<file path="src/bdu_consts.vh">
// bdu_consts.vh: offsets, field positions and reset values of the
// bus debug unit comparator register window
// assumes: included by the design files of the block only
`ifndef BDU_CONSTS_VH
`define BDU_CONSTS_VH

// printed byte offsets; not all are multiples of four, so they are indices
`define BDU_IDX_ADDR_HIGH   6'h29
`define BDU_IDX_ADDR_MID    6'h2A
`define BDU_IDX_ADDR_LOW    6'h2B
`define BDU_IDX_DATA_HIGH   6'h2C
`define BDU_IDX_DATA_LOW    6'h2D
`define BDU_IDX_MASK_HIGH   6'h2E
`define BDU_IDX_MASK_LOW    6'h2F
// added control registers
`define BDU_IDX_CTRL_ONE    6'h20
`define BDU_IDX_CTRL_FIRST  6'h21
`define BDU_IDX_MATCH       6'h22

// debug_control_one fields
`define BDU_CTL_ARM_BIT     7
`define BDU_CTL_VIS_LSB     0
// first_comparator_control fields
`define BDU_FCC_TAG_BIT     5
// match status fields
`define BDU_MATCH_LSB       0

`define BDU_VIS_FIRST       2'h0
`define BDU_VIS_SECOND      2'h1
`define BDU_VIS_THIRD       2'h2
`define BDU_VIS_NONE        2'h3

`define BDU_RST_BYTE        8'h00
`define BDU_RST_HIGH        2'h0
`define BDU_RST_VIS         2'h0

`define BDU_NUM_CMP         3

`endif

</file>
<file path="src/bdu_match_regs.v">
// bdu_match_regs.v: comparator match registers of the bus debug unit,
// APB slave window, arm and visibility control, match outputs
// assumes: one clock, bus inputs synchronous, one bus cycle per clock
//
// Overview of operation
// - The address-mid byte of the visible comparator holds address bits 15:8 at index 0x2A.
// - The address-low byte of the visible comparator holds address bits 7:0 at index 0x2B.
// - Each stored address bit must equal the bus address bit for an address match.
// - Address registers read armed or not, except at visibility 11, and are written only while not armed.
// - The visibility field picks the first, second, third or no comparator for the window.
// - Data and mask registers read back only when visibility is 00, else zero.
// - Data and mask registers are written only when visibility is 00 and not armed.
// - The data-high byte holds expected data bits 15:8.
// - The data-low byte holds expected data bits 7:0.
// - A data bit is compared only where its mask bit is 1.
// - Mask bytes cover data bits 15:8 and 7:0; 0 lets any value match.
// - Data compare applies only while the first comparator's tag bit is clear.
// - Only the first comparator has data and mask registers.
// - The address-high byte holds address bits 17:16, giving an 18-bit compare.
// - Setting the arm bit arms the unit, which locks comparator registers.
`timescale 1ns/1ps
`default_nettype none
`include "bdu_consts.vh"

module bdu_match_regs (
   input  wire        clock_in,
   input  wire        rst_in,
   input  wire        ce_in,
   input  wire        psel_in,
   input  wire        penable_in,
   input  wire        pwrite_in,
   input  wire [7:0]  paddr_in,
   input  wire [31:0] pwdata_in,
   output reg  [31:0] prdata_out,
   output reg         pready_out,
   output reg         pslverr_out,
   input  wire        bus_valid_in,
   input  wire [17:0] bus_addr_in,
   input  wire [15:0] bus_data_in,
   output reg  [2:0]  match_out,
   output reg         armed_out
);
   reg        arm_q;
   reg [1:0]  vis_q;
   reg        tag_q;
   reg [2:0]  match_q;
   reg [31:0] rdata_d;
   reg        mapped_d;

   wire        setup   = psel_in & ~penable_in;
   wire        wr_acc  = psel_in & penable_in & pready_out & pwrite_in;
   wire        idx_ok  = (paddr_in[1:0] == 2'h0);
   wire [5:0]  idx     = paddr_in[7:2];
   wire        vis_a   = (vis_q == `BDU_VIS_FIRST);
   wire [7:0]  wb      = pwdata_in[7:0];

   wire        wr_ok   = wr_acc & idx_ok & ~arm_q;
   // data writes need visibility 00 and disarmed
   wire        wr_dok  = wr_ok & vis_a;

   wire [17:0] addr_val [0:`BDU_NUM_CMP-1];
   wire [2:0]  addr_hit;
   wire [15:0] dat_val;
   wire [15:0] msk_val;
   wire        dat_hit;

   genvar g;
   generate
      for (g = 0; g < `BDU_NUM_CMP; g = g + 1) begin : g_cmp
         // only the visible comparator takes writes
         wire sel = wr_ok & ({30'h0, vis_q} == g);
         bdu_addr_cmp u_addr (
            .clock_in    (clock_in),
            .rst_in      (rst_in),
            .ce_in       (ce_in),
            .wr_high_in  (sel & (idx == `BDU_IDX_ADDR_HIGH)),
            .wr_mid_in   (sel & (idx == `BDU_IDX_ADDR_MID)),
            .wr_low_in   (sel & (idx == `BDU_IDX_ADDR_LOW)),
            .wdata_in    (wb),
            .bus_addr_in (bus_addr_in),
            .value_out   (addr_val[g]),
            .hit_out     (addr_hit[g])
         );
      end
   endgenerate

   // single data store, first comparator only
   bdu_data_cmp u_data (
      .clock_in    (clock_in),
      .rst_in      (rst_in),
      .ce_in       (ce_in),
      .wr_dh_in    (wr_dok & (idx == `BDU_IDX_DATA_HIGH)),
      .wr_dl_in    (wr_dok & (idx == `BDU_IDX_DATA_LOW)),
      .wr_mh_in    (wr_dok & (idx == `BDU_IDX_MASK_HIGH)),
      .wr_ml_in    (wr_dok & (idx == `BDU_IDX_MASK_LOW)),
      .wdata_in    (wb),
      .bus_data_in (bus_data_in),
      .data_out    (dat_val),
      .mask_out    (msk_val),
      .hit_out     (dat_hit)
   );

   // control registers
   always @(posedge clock_in) begin
      if (rst_in) begin
         arm_q <= 1'b0;
         vis_q <= `BDU_RST_VIS;
         tag_q <= 1'b0;
      end else if (ce_in) begin
         if (wr_acc & idx_ok & (idx == `BDU_IDX_CTRL_ONE)) begin
            // arm bit sets and clears armed state
            arm_q <= wb[`BDU_CTL_ARM_BIT];
            vis_q <= wb[`BDU_CTL_VIS_LSB+1:`BDU_CTL_VIS_LSB];
         end
         if (wr_ok & (idx == `BDU_IDX_CTRL_FIRST)) begin
            tag_q <= wb[`BDU_FCC_TAG_BIT];
         end
      end
   end

   // read mux
   always @* begin
      rdata_d  = 32'h0000_0000;
      mapped_d = idx_ok;
      case (idx)
         `BDU_IDX_CTRL_ONE: begin
            rdata_d[`BDU_CTL_ARM_BIT] = arm_q;
            rdata_d[`BDU_CTL_VIS_LSB+1:`BDU_CTL_VIS_LSB] = vis_q;
         end
         `BDU_IDX_CTRL_FIRST: begin
            rdata_d[`BDU_FCC_TAG_BIT] = tag_q;
         end
         `BDU_IDX_MATCH: begin
            rdata_d[`BDU_MATCH_LSB+2:`BDU_MATCH_LSB] = match_q;
         end
         `BDU_IDX_ADDR_HIGH: begin
            if (vis_q != `BDU_VIS_NONE) begin
               rdata_d[1:0] = addr_val[vis_q][17:16];
            end
         end
         `BDU_IDX_ADDR_MID: begin
            if (vis_q != `BDU_VIS_NONE) begin
               rdata_d[7:0] = addr_val[vis_q][15:8];
            end
         end
         `BDU_IDX_ADDR_LOW: begin
            if (vis_q != `BDU_VIS_NONE) begin
               rdata_d[7:0] = addr_val[vis_q][7:0];
            end
         end
         // data window reads only at visibility 00
         `BDU_IDX_DATA_HIGH: begin
            if (vis_a) begin
               rdata_d[7:0] = dat_val[15:8];
            end
         end
         `BDU_IDX_DATA_LOW: begin
            if (vis_a) begin
               rdata_d[7:0] = dat_val[7:0];
            end
         end
         `BDU_IDX_MASK_HIGH: begin
            if (vis_a) begin
               rdata_d[7:0] = msk_val[15:8];
            end
         end
         `BDU_IDX_MASK_LOW: begin
            if (vis_a) begin
               rdata_d[7:0] = msk_val[7:0];
            end
         end
         default: begin
            mapped_d = 1'b0;
         end
      endcase
   end

   // apb answer: one wait state, ready in second access cycle
   always @(posedge clock_in) begin
      if (rst_in) begin
         prdata_out  <= 32'h0000_0000;
         pready_out  <= 1'b0;
         pslverr_out <= 1'b0;
      end else if (ce_in) begin
         if (psel_in & penable_in & ~pready_out) begin
            pready_out  <= 1'b1;
            pslverr_out <= ~mapped_d;
            prdata_out  <= pwrite_in ? 32'h0000_0000 : (mapped_d ? rdata_d : 32'h0000_0000);
         end else begin
            pready_out  <= 1'b0;
            pslverr_out <= 1'b0;
            prdata_out  <= 32'h0000_0000;
         end
      end
   end

   // match outputs, registered
   always @(posedge clock_in) begin
      if (rst_in) begin
         match_q   <= 3'h0;
         match_out <= 3'h0;
         armed_out <= 1'b0;
      end else if (ce_in) begin
         // address and unmasked data agree in same cycle
         match_q[0] <= bus_valid_in & addr_hit[0] & (tag_q | dat_hit);
         match_q[2:1] <= {2{bus_valid_in}} & addr_hit[2:1];
         match_out  <= {bus_valid_in & addr_hit[2], bus_valid_in & addr_hit[1],
                        bus_valid_in & addr_hit[0] & (tag_q | dat_hit)};
         armed_out  <= arm_q;
      end
   end

   wire unused_ok = setup;
endmodule // bdu_match_regs

`default_nettype wire

</file>
<file path="src/bdu_addr_cmp.v">
// bdu_addr_cmp.v: one comparator's 18-bit address compare store
// assumes: write strobes already qualified by window visibility and arm
`timescale 1ns/1ps
`default_nettype none
`include "bdu_consts.vh"

module bdu_addr_cmp (
   input  wire        clock_in,
   input  wire        rst_in,
   input  wire        ce_in,
   input  wire        wr_high_in,
   input  wire        wr_mid_in,
   input  wire        wr_low_in,
   input  wire [7:0]  wdata_in,
   input  wire [17:0] bus_addr_in,
   output wire [17:0] value_out,
   output wire        hit_out
);
   reg [1:0] high_q;
   reg [7:0] mid_q;
   reg [7:0] low_q;

   always @(posedge clock_in) begin
      if (rst_in) begin
         high_q <= `BDU_RST_HIGH;
         mid_q  <= `BDU_RST_BYTE;
         low_q  <= `BDU_RST_BYTE;
      end else if (ce_in) begin
         if (wr_high_in) begin
            high_q <= wdata_in[1:0];
         end
         if (wr_mid_in) begin
            mid_q <= wdata_in;
         end
         if (wr_low_in) begin
            low_q <= wdata_in;
         end
      end
   end

   assign value_out = {high_q, mid_q, low_q};
   assign hit_out = (bus_addr_in == value_out);
endmodule // bdu_addr_cmp

`default_nettype wire

</file>
<file path="src/bdu_data_cmp.v">
// bdu_data_cmp.v: first comparator data value and mask store
// assumes: write strobes already qualified by visibility and arm
`timescale 1ns/1ps
`default_nettype none
`include "bdu_consts.vh"

module bdu_data_cmp (
   input  wire        clock_in,
   input  wire        rst_in,
   input  wire        ce_in,
   input  wire        wr_dh_in,
   input  wire        wr_dl_in,
   input  wire        wr_mh_in,
   input  wire        wr_ml_in,
   input  wire [7:0]  wdata_in,
   input  wire [15:0] bus_data_in,
   output wire [15:0] data_out,
   output wire [15:0] mask_out,
   output wire        hit_out
);
   reg [7:0] dh_q;
   reg [7:0] dl_q;
   reg [7:0] mh_q;
   reg [7:0] ml_q;

   always @(posedge clock_in) begin
      if (rst_in) begin
         dh_q <= `BDU_RST_BYTE;
         dl_q <= `BDU_RST_BYTE;
         mh_q <= `BDU_RST_BYTE;
         ml_q <= `BDU_RST_BYTE;
      end else if (ce_in) begin
         if (wr_dh_in) begin
            dh_q <= wdata_in;
         end
         if (wr_dl_in) begin
            dl_q <= wdata_in;
         end
         if (wr_mh_in) begin
            mh_q <= wdata_in;
         end
         if (wr_ml_in) begin
            ml_q <= wdata_in;
         end
      end
   end

   assign data_out = {dh_q, dl_q};
   assign mask_out = {mh_q, ml_q};
   assign hit_out = (((bus_data_in ^ data_out) & mask_out) == 16'h0000);
endmodule // bdu_data_cmp

`default_nettype wire

</file>
<file path="config.mk">
export PLATFORM = sky130hd
export DESIGN_NAME = bdu_match_regs
export DESIGN_NICKNAME = d
export VERILOG_FILES = /design/src/bdu_match_regs.v /design/src/bdu_addr_cmp.v /design/src/bdu_data_cmp.v
export VERILOG_INCLUDE_DIRS = /design/src /design/src/src
export SDC_FILE = /design/constraint.sdc
export NUM_CORES = 1
export LEC_CHECK = 0
export BUFFER_PORTS_ARGS = -buffer_cell sky130_fd_sc_hd__buf_4
export CAP_MARGIN = 10
export CORE_MARGIN = 2
export CORE_UTILIZATION = 55
export CTS_CLUSTER_DIAMETER = 150
export DETAILED_ROUTE_END_ITERATION = 10
export PLACE_DENSITY = 0.9
export SYNTH_ARGS = -nofsm -noshare
export SYNTH_HDL_FRONTEND = slang
export SYNTH_HIERARCHICAL = 1
export SYNTH_SLANG_ARGS = --single-unit
</file>
<file path="constraint.sdc">
create_clock -name clock_in -period 3.5 [get_ports clock_in]
set_clock_uncertainty 0.1 [all_clocks]
set_input_delay 0.7 -clock clock_in [delete_from_list [all_inputs] [get_ports clock_in]]
set_output_delay 0.7 -clock clock_in [all_outputs]
set_load 0.01 [all_outputs]
</file>
# --- Word level (Yosys, flattened, before mapping) ---
# Cells that the tools add are included.
op_classes:
  n_addsub: 0
  multipliers: 0
  n_div: 0
  magnitude_cmp: 1
  eq_ne: 16
  n_shift: 0
  n_mux: 22
  n_bitwise: 36
  reduce_logical: 19
op_table:
  columns: ["operator", "n"]
  rows:
  - ["two-way mux 8 bit", 9]
  - ["equality test 6 bit, second input constant", 10]
  - ["equality test 18 bit", 3]
  - ["binary-select mux 18 bit (select 2 bit)", 1]
  - ["two-way mux 18 bit", 2]
  - ["AND reduction 2 bit", 15]
  - ["AND 1 bit", 28]
  - ["case mux 1 bit (7 select lines)", 3]
  - ["case mux 2 bit (9 select lines)", 1]
  - ["AND 16 bit", 1]
  - ["logical NOT 16 bit", 1]
  - ["XOR 16 bit", 1]
  - ["case mux 2 bit (6 select lines)", 1]
  - ["OR reduction 10 bit", 1]
  - ["case mux 1 bit (6 select lines)", 1]
  - ["logical NOT 2 bit", 2]
  - ["greater-or-equal comparator 3 bit, second input constant", 1]
  - ["two-way mux 1 bit", 3]
  - ["NOT 1 bit", 3]
  - ["NOT 2 -> 3 bit", 1]
  - ["AND 2 bit", 1]
  - ["equality test 2 x 1 -> 1 bit, second input constant", 1]
  - ["equality test 2 bit, second input constant", 1]
  - ["two-way mux 2 bit", 1]
  - ["other kinds (2)", 2]
word_totals:
  ff_bits: 131
  latchBits: 0
  ram_bits: 0
  romBits: 0
  in_bits: 81
  out_inout_bits: 38
  word_cells: 116
  mem_count: 0

# --- Logic depth before layout (Yosys ltp) ---
depth:
  depth_word: 9
  mapped_depth: 10
  ltp_nobuf: 8

# --- Modules after synthesis ---
# The synthesis kept the hierarchy.
by_module_without_submodules:
  columns: ["module", "n_inst", "cells_per_inst", "area_per_inst_um2", "seq_area_each_um2"]
  rows:
  - ["bdu_addr_cmp", 3, 105, 842.1, 360.3]
  - ["bdu_match_regs", 1, 235, 1954.4, 360.3]
  - ["bdu_data_cmp", 1, 170, 1366.3, 640.6]

# --- Least setup slack after synthesis ---
# OpenSTA, ideal clock, no wires.
synth_path:
  path_type: "input port to flip-flop"
  startpoint: "input pwrite_in"
  endpoint: "register g_cmp[0].u_addr.mid_q[0]"
  setup_ns: 0.132
  t_arrival_ns: 2.052
  required_time_ns: 3.268
  path_slack_ns: 1.216
  stages: 9
  path_buffers: 1
  cell_sequence: "and4_1 nand2_1 nor3_1 nand2b_1 nor2_1 clkbuf_1 nand2_1 nand2_1 a21oi_1"
synth_between:
  elab_chain_cells: 6
synth_lines:
  columns: ["element", "line", "text"]
  rows:
  - ["start, declared", "bdu_match_regs.v:31", "input wire pwrite_in,"]
  - ["AND 1 bit", "bdu_match_regs.v:51", "wire wr_acc = psel_in & penable_in & pready_out & pwrite_in;"]
  - ["AND 1 bit (2 in series)", "bdu_match_regs.v:57", "wire wr_ok = wr_acc & idx_ok & ~arm_q;"]
  - ["AND 1 bit", "bdu_match_regs.v:71", "wire sel = wr_ok & ({30'h0, vis_q} == g);"]
  - ["AND 1 bit", "bdu_match_regs.v:77", ".wr_mid_in (sel & (idx == `BDU_IDX_ADDR_MID)),"]
  - ["AND reduction 2 bit (no source line)", null, null]
  - ["end signal, assigned", "bdu_addr_cmp.v:26", "mid_q <= `BDU_RST_BYTE;"]
  - ["end signal, assigned", "bdu_addr_cmp.v:33", "mid_q <= wdata_in;"]
  - ["end, declared", "bdu_addr_cmp.v:20", "reg [7:0] mid_q;"]
# No other way between the ends.
# A chain may end at the register's enable or synchronous reset.

# --- Final worst setup path ---
layout_path:
  startpoint: "input paddr_in[1]"
  endpoint: "register u_data.dh_q[4]"
layout_between:
  elab_chain_cells: 6
layout_lines:
  columns: ["element", "line", "text"]
  rows:
  - ["start, declared", "bdu_match_regs.v:32", "input wire [7:0] paddr_in,"]
  - ["logical NOT 2 bit", "bdu_match_regs.v:52", "wire idx_ok = (paddr_in[1:0] == 2'h0);"]
  - ["AND 1 bit (2 in series)", "bdu_match_regs.v:57", null]
  - ["AND 1 bit", "bdu_match_regs.v:59", "wire wr_dok = wr_ok & vis_a;"]
  - ["AND 1 bit", "bdu_match_regs.v:92", ".wr_dh_in (wr_dok & (idx == `BDU_IDX_DATA_HIGH)),"]
  - ["AND reduction 2 bit (no source line)", null, null]
  - ["end signal, assigned", "bdu_data_cmp.v:28", "dh_q <= `BDU_RST_BYTE;"]
  - ["end signal, assigned", "bdu_data_cmp.v:34", "dh_q <= wdata_in;"]
  - ["end, declared", "bdu_data_cmp.v:21", "reg [7:0] dh_q;"]
# No other way between the ends.

==> results.sh <==
export IMPL_status="completed"
export IMPL_hold_path_class="reg2reg"
export IMPL_syn_area_per_cell_um2=8.12
export IMPL_crit_fanout=8
export IMPL_cts_buffer_depth=2
export IMPL_die_area_mm2=0.0115
export IMPL_seq_power_share=0.548
export IMPL_r2r_cells=8
export IMPL_synth_cells=720
export IMPL_rsz0062_at_grt="false"
export IMPL_totalWireLength_um=16700
export IMPL_p_int_uw=1590
export IMPL_cts_sinks=104
export IMPL_cts_tree="yes"
export IMPL_regToRegSetupSlack_ns=1.03
export IMPL_drive_gt1_frac=0.156
export IMPL_numCtsBuffers=9
export IMPL_ant_nets=0
export IMPL_p_leak_uw=0.00234
export IMPL_cp_data_required_time_ns=3.62
export IMPL_clock_fmax_mhz=404
export IMPL_swShare=0.263
export IMPL_vias=5598
export IMPL_layout_nets=853
export IMPL_num_io_pins=119
export IMPL_whs_path_depth=2
export IMPL_area_growth_syn_to_layout_pct=12.2
export IMPL_start_util=0.566
export IMPL_post_route_period_util=0.708
export IMPL_min_to="u_data/mh_q[6]"
export IMPL_port_buffers=70
export IMPL_synth_area_leaders="dfxtp_1, xor2_1, a21oi_1"
export IMPL_synth_warnings=6
export IMPL_final_cells=912
export IMPL_synth_enable_flop_cells=0
export IMPL_worstSetupStartpointType="input port"
export IMPL_synth_flop_cell="dfxtp_1"
export IMPL_drt_pass1_iterations=5
export IMPL_gp_congestion=0.895
export IMPL_hold_violations=0
export IMPL_synth_cell_type_count=50
export IMPL_ctsHtreeMaxLevel=3
export IMPL_setup_violations=0
export IMPL_die_h_um=107
export IMPL_ir_drop_mv=0.172
export IMPL_antenna_found_initial=0
export IMPL_ctsHoldBuffers=0
export IMPL_fin_tns_setup_ns=0
export IMPL_cts_clk_slew_worst_paths_ns=0.10
export IMPL_drv_cap=0
export IMPL_reg2reg_from="vis_q[1]"
export IMPL_async_flop_share=0
export IMPL_cts_resized=0
export IMPL_reg2reg_to="g_cmp[2].u_addr/low_q[0]"
export IMPL_fin_crit_ns=2.48
export IMPL_synth_seq_cells=104
export IMPL_final_util=0.635
export IMPL_tightestPinTransition_ns=0.841
export IMPL_netlist_area_mm2=0.00585
export IMPL_first_global_vias=5181
export IMPL_power_frac_comb=0.103
export IMPL_cts_root_buf="clkbuf_8"
export IMPL_diodes=0
export IMPL_core_mm2=0.0103
export IMPL_cp_end_kind="flip-flop"
export IMPL_place_area_mm2=0.00637
export IMPL_grt_pass1_wl_um=26500
export IMPL_max_slew_margin=0.438
export IMPL_drt_initial_drc_count=645
export IMPL_synth_top_area_cell="dfxtp_1"
export IMPL_grt_use_total=0.292
export IMPL_drc=0
export IMPL_min_from="u_data/mh_q[6]"
export IMPL_wl_per_cell_um=18.3
export IMPL_die_w_um=107
export IMPL_arrival_ns=2.60
export IMPL_clock_latency_ns=0.37
export IMPL_design_area_mm2=0.00656
export IMPL_rows=37
export IMPL_place_hpwl_um=11500
export IMPL_holdWs_ns=0.385
export IMPL_clockPowerShare=0.349
export IMPL_via_per_inst=6.14
export IMPL_cts_setup_buffers=0
export IMPL_synth_top_area_frac=0.356
export IMPL_dpl_cell_count=897
export IMPL_ys_seq_area_frac=0.356
export IMPL_grt_overflow=0
export IMPL_switching_power_uw=567
export IMPL_grt_max_degree=67
export IMPL_critPathKind="in2reg"
export IMPL_drv_slew=0
export IMPL_power_density_mw_per_mm2=330
routing by layer:
layer,vias to the layer above,wire [µm],track usage,part of all wire
li1,2589,-,-,-
met3,75,1740,0.0468,0.10
met1,2553,6410,0.381,0.38
met5,-,0,0,0
met2,381,7840,0.472,0.47
met4,0,727,0.138,0.043
how the worst max path moves through the flow:
stage / from / endpoint / slack [ns] / depth (start not counted)
global placement: paddr_in[1] / u_data/dh_q[4] / 0.75 / 9
finish: paddr_in[1] / u_data/dh_q[4] / 1.02 / 9
detailed placement: paddr_in[1] / u_data/dh_q[7] / 0.69 / 9
floorplan: pwrite_in / g_cmp[0].u_addr/mid_q[0] / 1.22 / 9
CTS: paddr_in[1] / u_data/dh_q[7] / 1.07 / 9
global route: vis_q[1] / g_cmp[2].u_addr/low_q[1] / 0.85 / 8
area by class of cell:
cell class / count / area [µm²]
fillers: 856 / 3770
multi-input cells: 569 / 3450
flip-flops and latches: 104 / 2080
repair buffers: 86 / 658
well taps: 136 / 170
clock buffers: 10 / 128
clock inverters: 5 / 57.6
inverters: 2 / 7.51
synth_stat cells (4+ instances only):
cell / n
a211oi_1: 4
a21oi_1: 99
a22oi_1: 9
buf_2: 14
buf_4: 26
clkbuf_1: 26
dfxtp_1: 104
mux2i_1: 26
mux4_2: 8
nand2_1: 115
nand2b_1: 12
nand3_1: 93
nand4_1: 6
nor2_1: 35
nor2b_1: 6
nor4_1: 9
nor4_2: 4
o21ai_0: 7
xnor2_1: 12
xor2_1: 58
sequential cells by signal, indices dropped and copies added (netlist names), 6 cells and up:
| register | flops |
|---|---|
| g_cmp.u_addr/high_q | 6 |
| g_cmp.u_addr/low_q | 24 |
| g_cmp.u_addr/mid_q | 24 |
| prdata_out | 8 |
| u_data/dh_q | 8 |
| u_data/dl_q | 8 |
| u_data/mh_q | 8 |
| u_data/ml_q | 8 |
power by group through the flow:
stage / clock network, µW / registers (µW) / logic [µW]
2_1_floorplan: 0 / 1210 / 125
3_3_place_gp: 0 / 1210 / 214
3_5_place_dp: 0 / 1210 / 216
4_1_cts: 749 / 1180 / 217
5_1_grt: 796 / 1180 / 236
6_report: 754 / 1180 / 223
cells by family (layout without fill, tap and decap cells):
logic type,after synthesis,in the layout,share of synthesized area
simple gates,298,298,0.252
xor+xnor,70,70,0.105
compound gates,143,143,0.144
buf+inv,70,103,0.0678
flops,104,104,0.356
mux,34,34,0.0753
other cells,1,24,0.000641
critical path: stages:
cell and delay, ns:
buf_4 0.11, nor2_1 0.17, nand2_1 0.20, nor3_1 0.37, nand4_1 0.26, nor3_1 0.25
nand2_1 0.29, nand2_1 0.17, a21oi_1 0.08
stage by stage:
step / power (µW) / worst slack, ns
floorplan: 1340 / 1.22
CTS: 2150 / 1.07
detailed placement: 1430 / 0.686
finish: 2160 / 1.02
global placement: 1430 / 0.747
global route: 2220 / 0.849
cells in the final DEF, fill, tap and decap left out, types with 3 or more instances in the layout:
master / count
a211oi_1: 4
a21oi_1: 99
a221oi_1: 3
a22o_1: 3
a22oi_1: 9
buf_4: 85
clkbuf_8: 9
conb_1: 24
dfxtp_1: 104
mux2i_1: 26
mux4_2: 8
nand2_1: 115
nand2b_1: 12
nand3_1: 93
nand3b_1: 3
nand4_1: 6
nor2_1: 35
nor2b_1: 6
nor4_1: 9
nor4_2: 4
o21ai_0: 7
o21ai_1: 3
o221ai_1: 3
xnor2_1: 12
xor2_1: 58
Note: power is estimated with default switching activity, not from simulation.
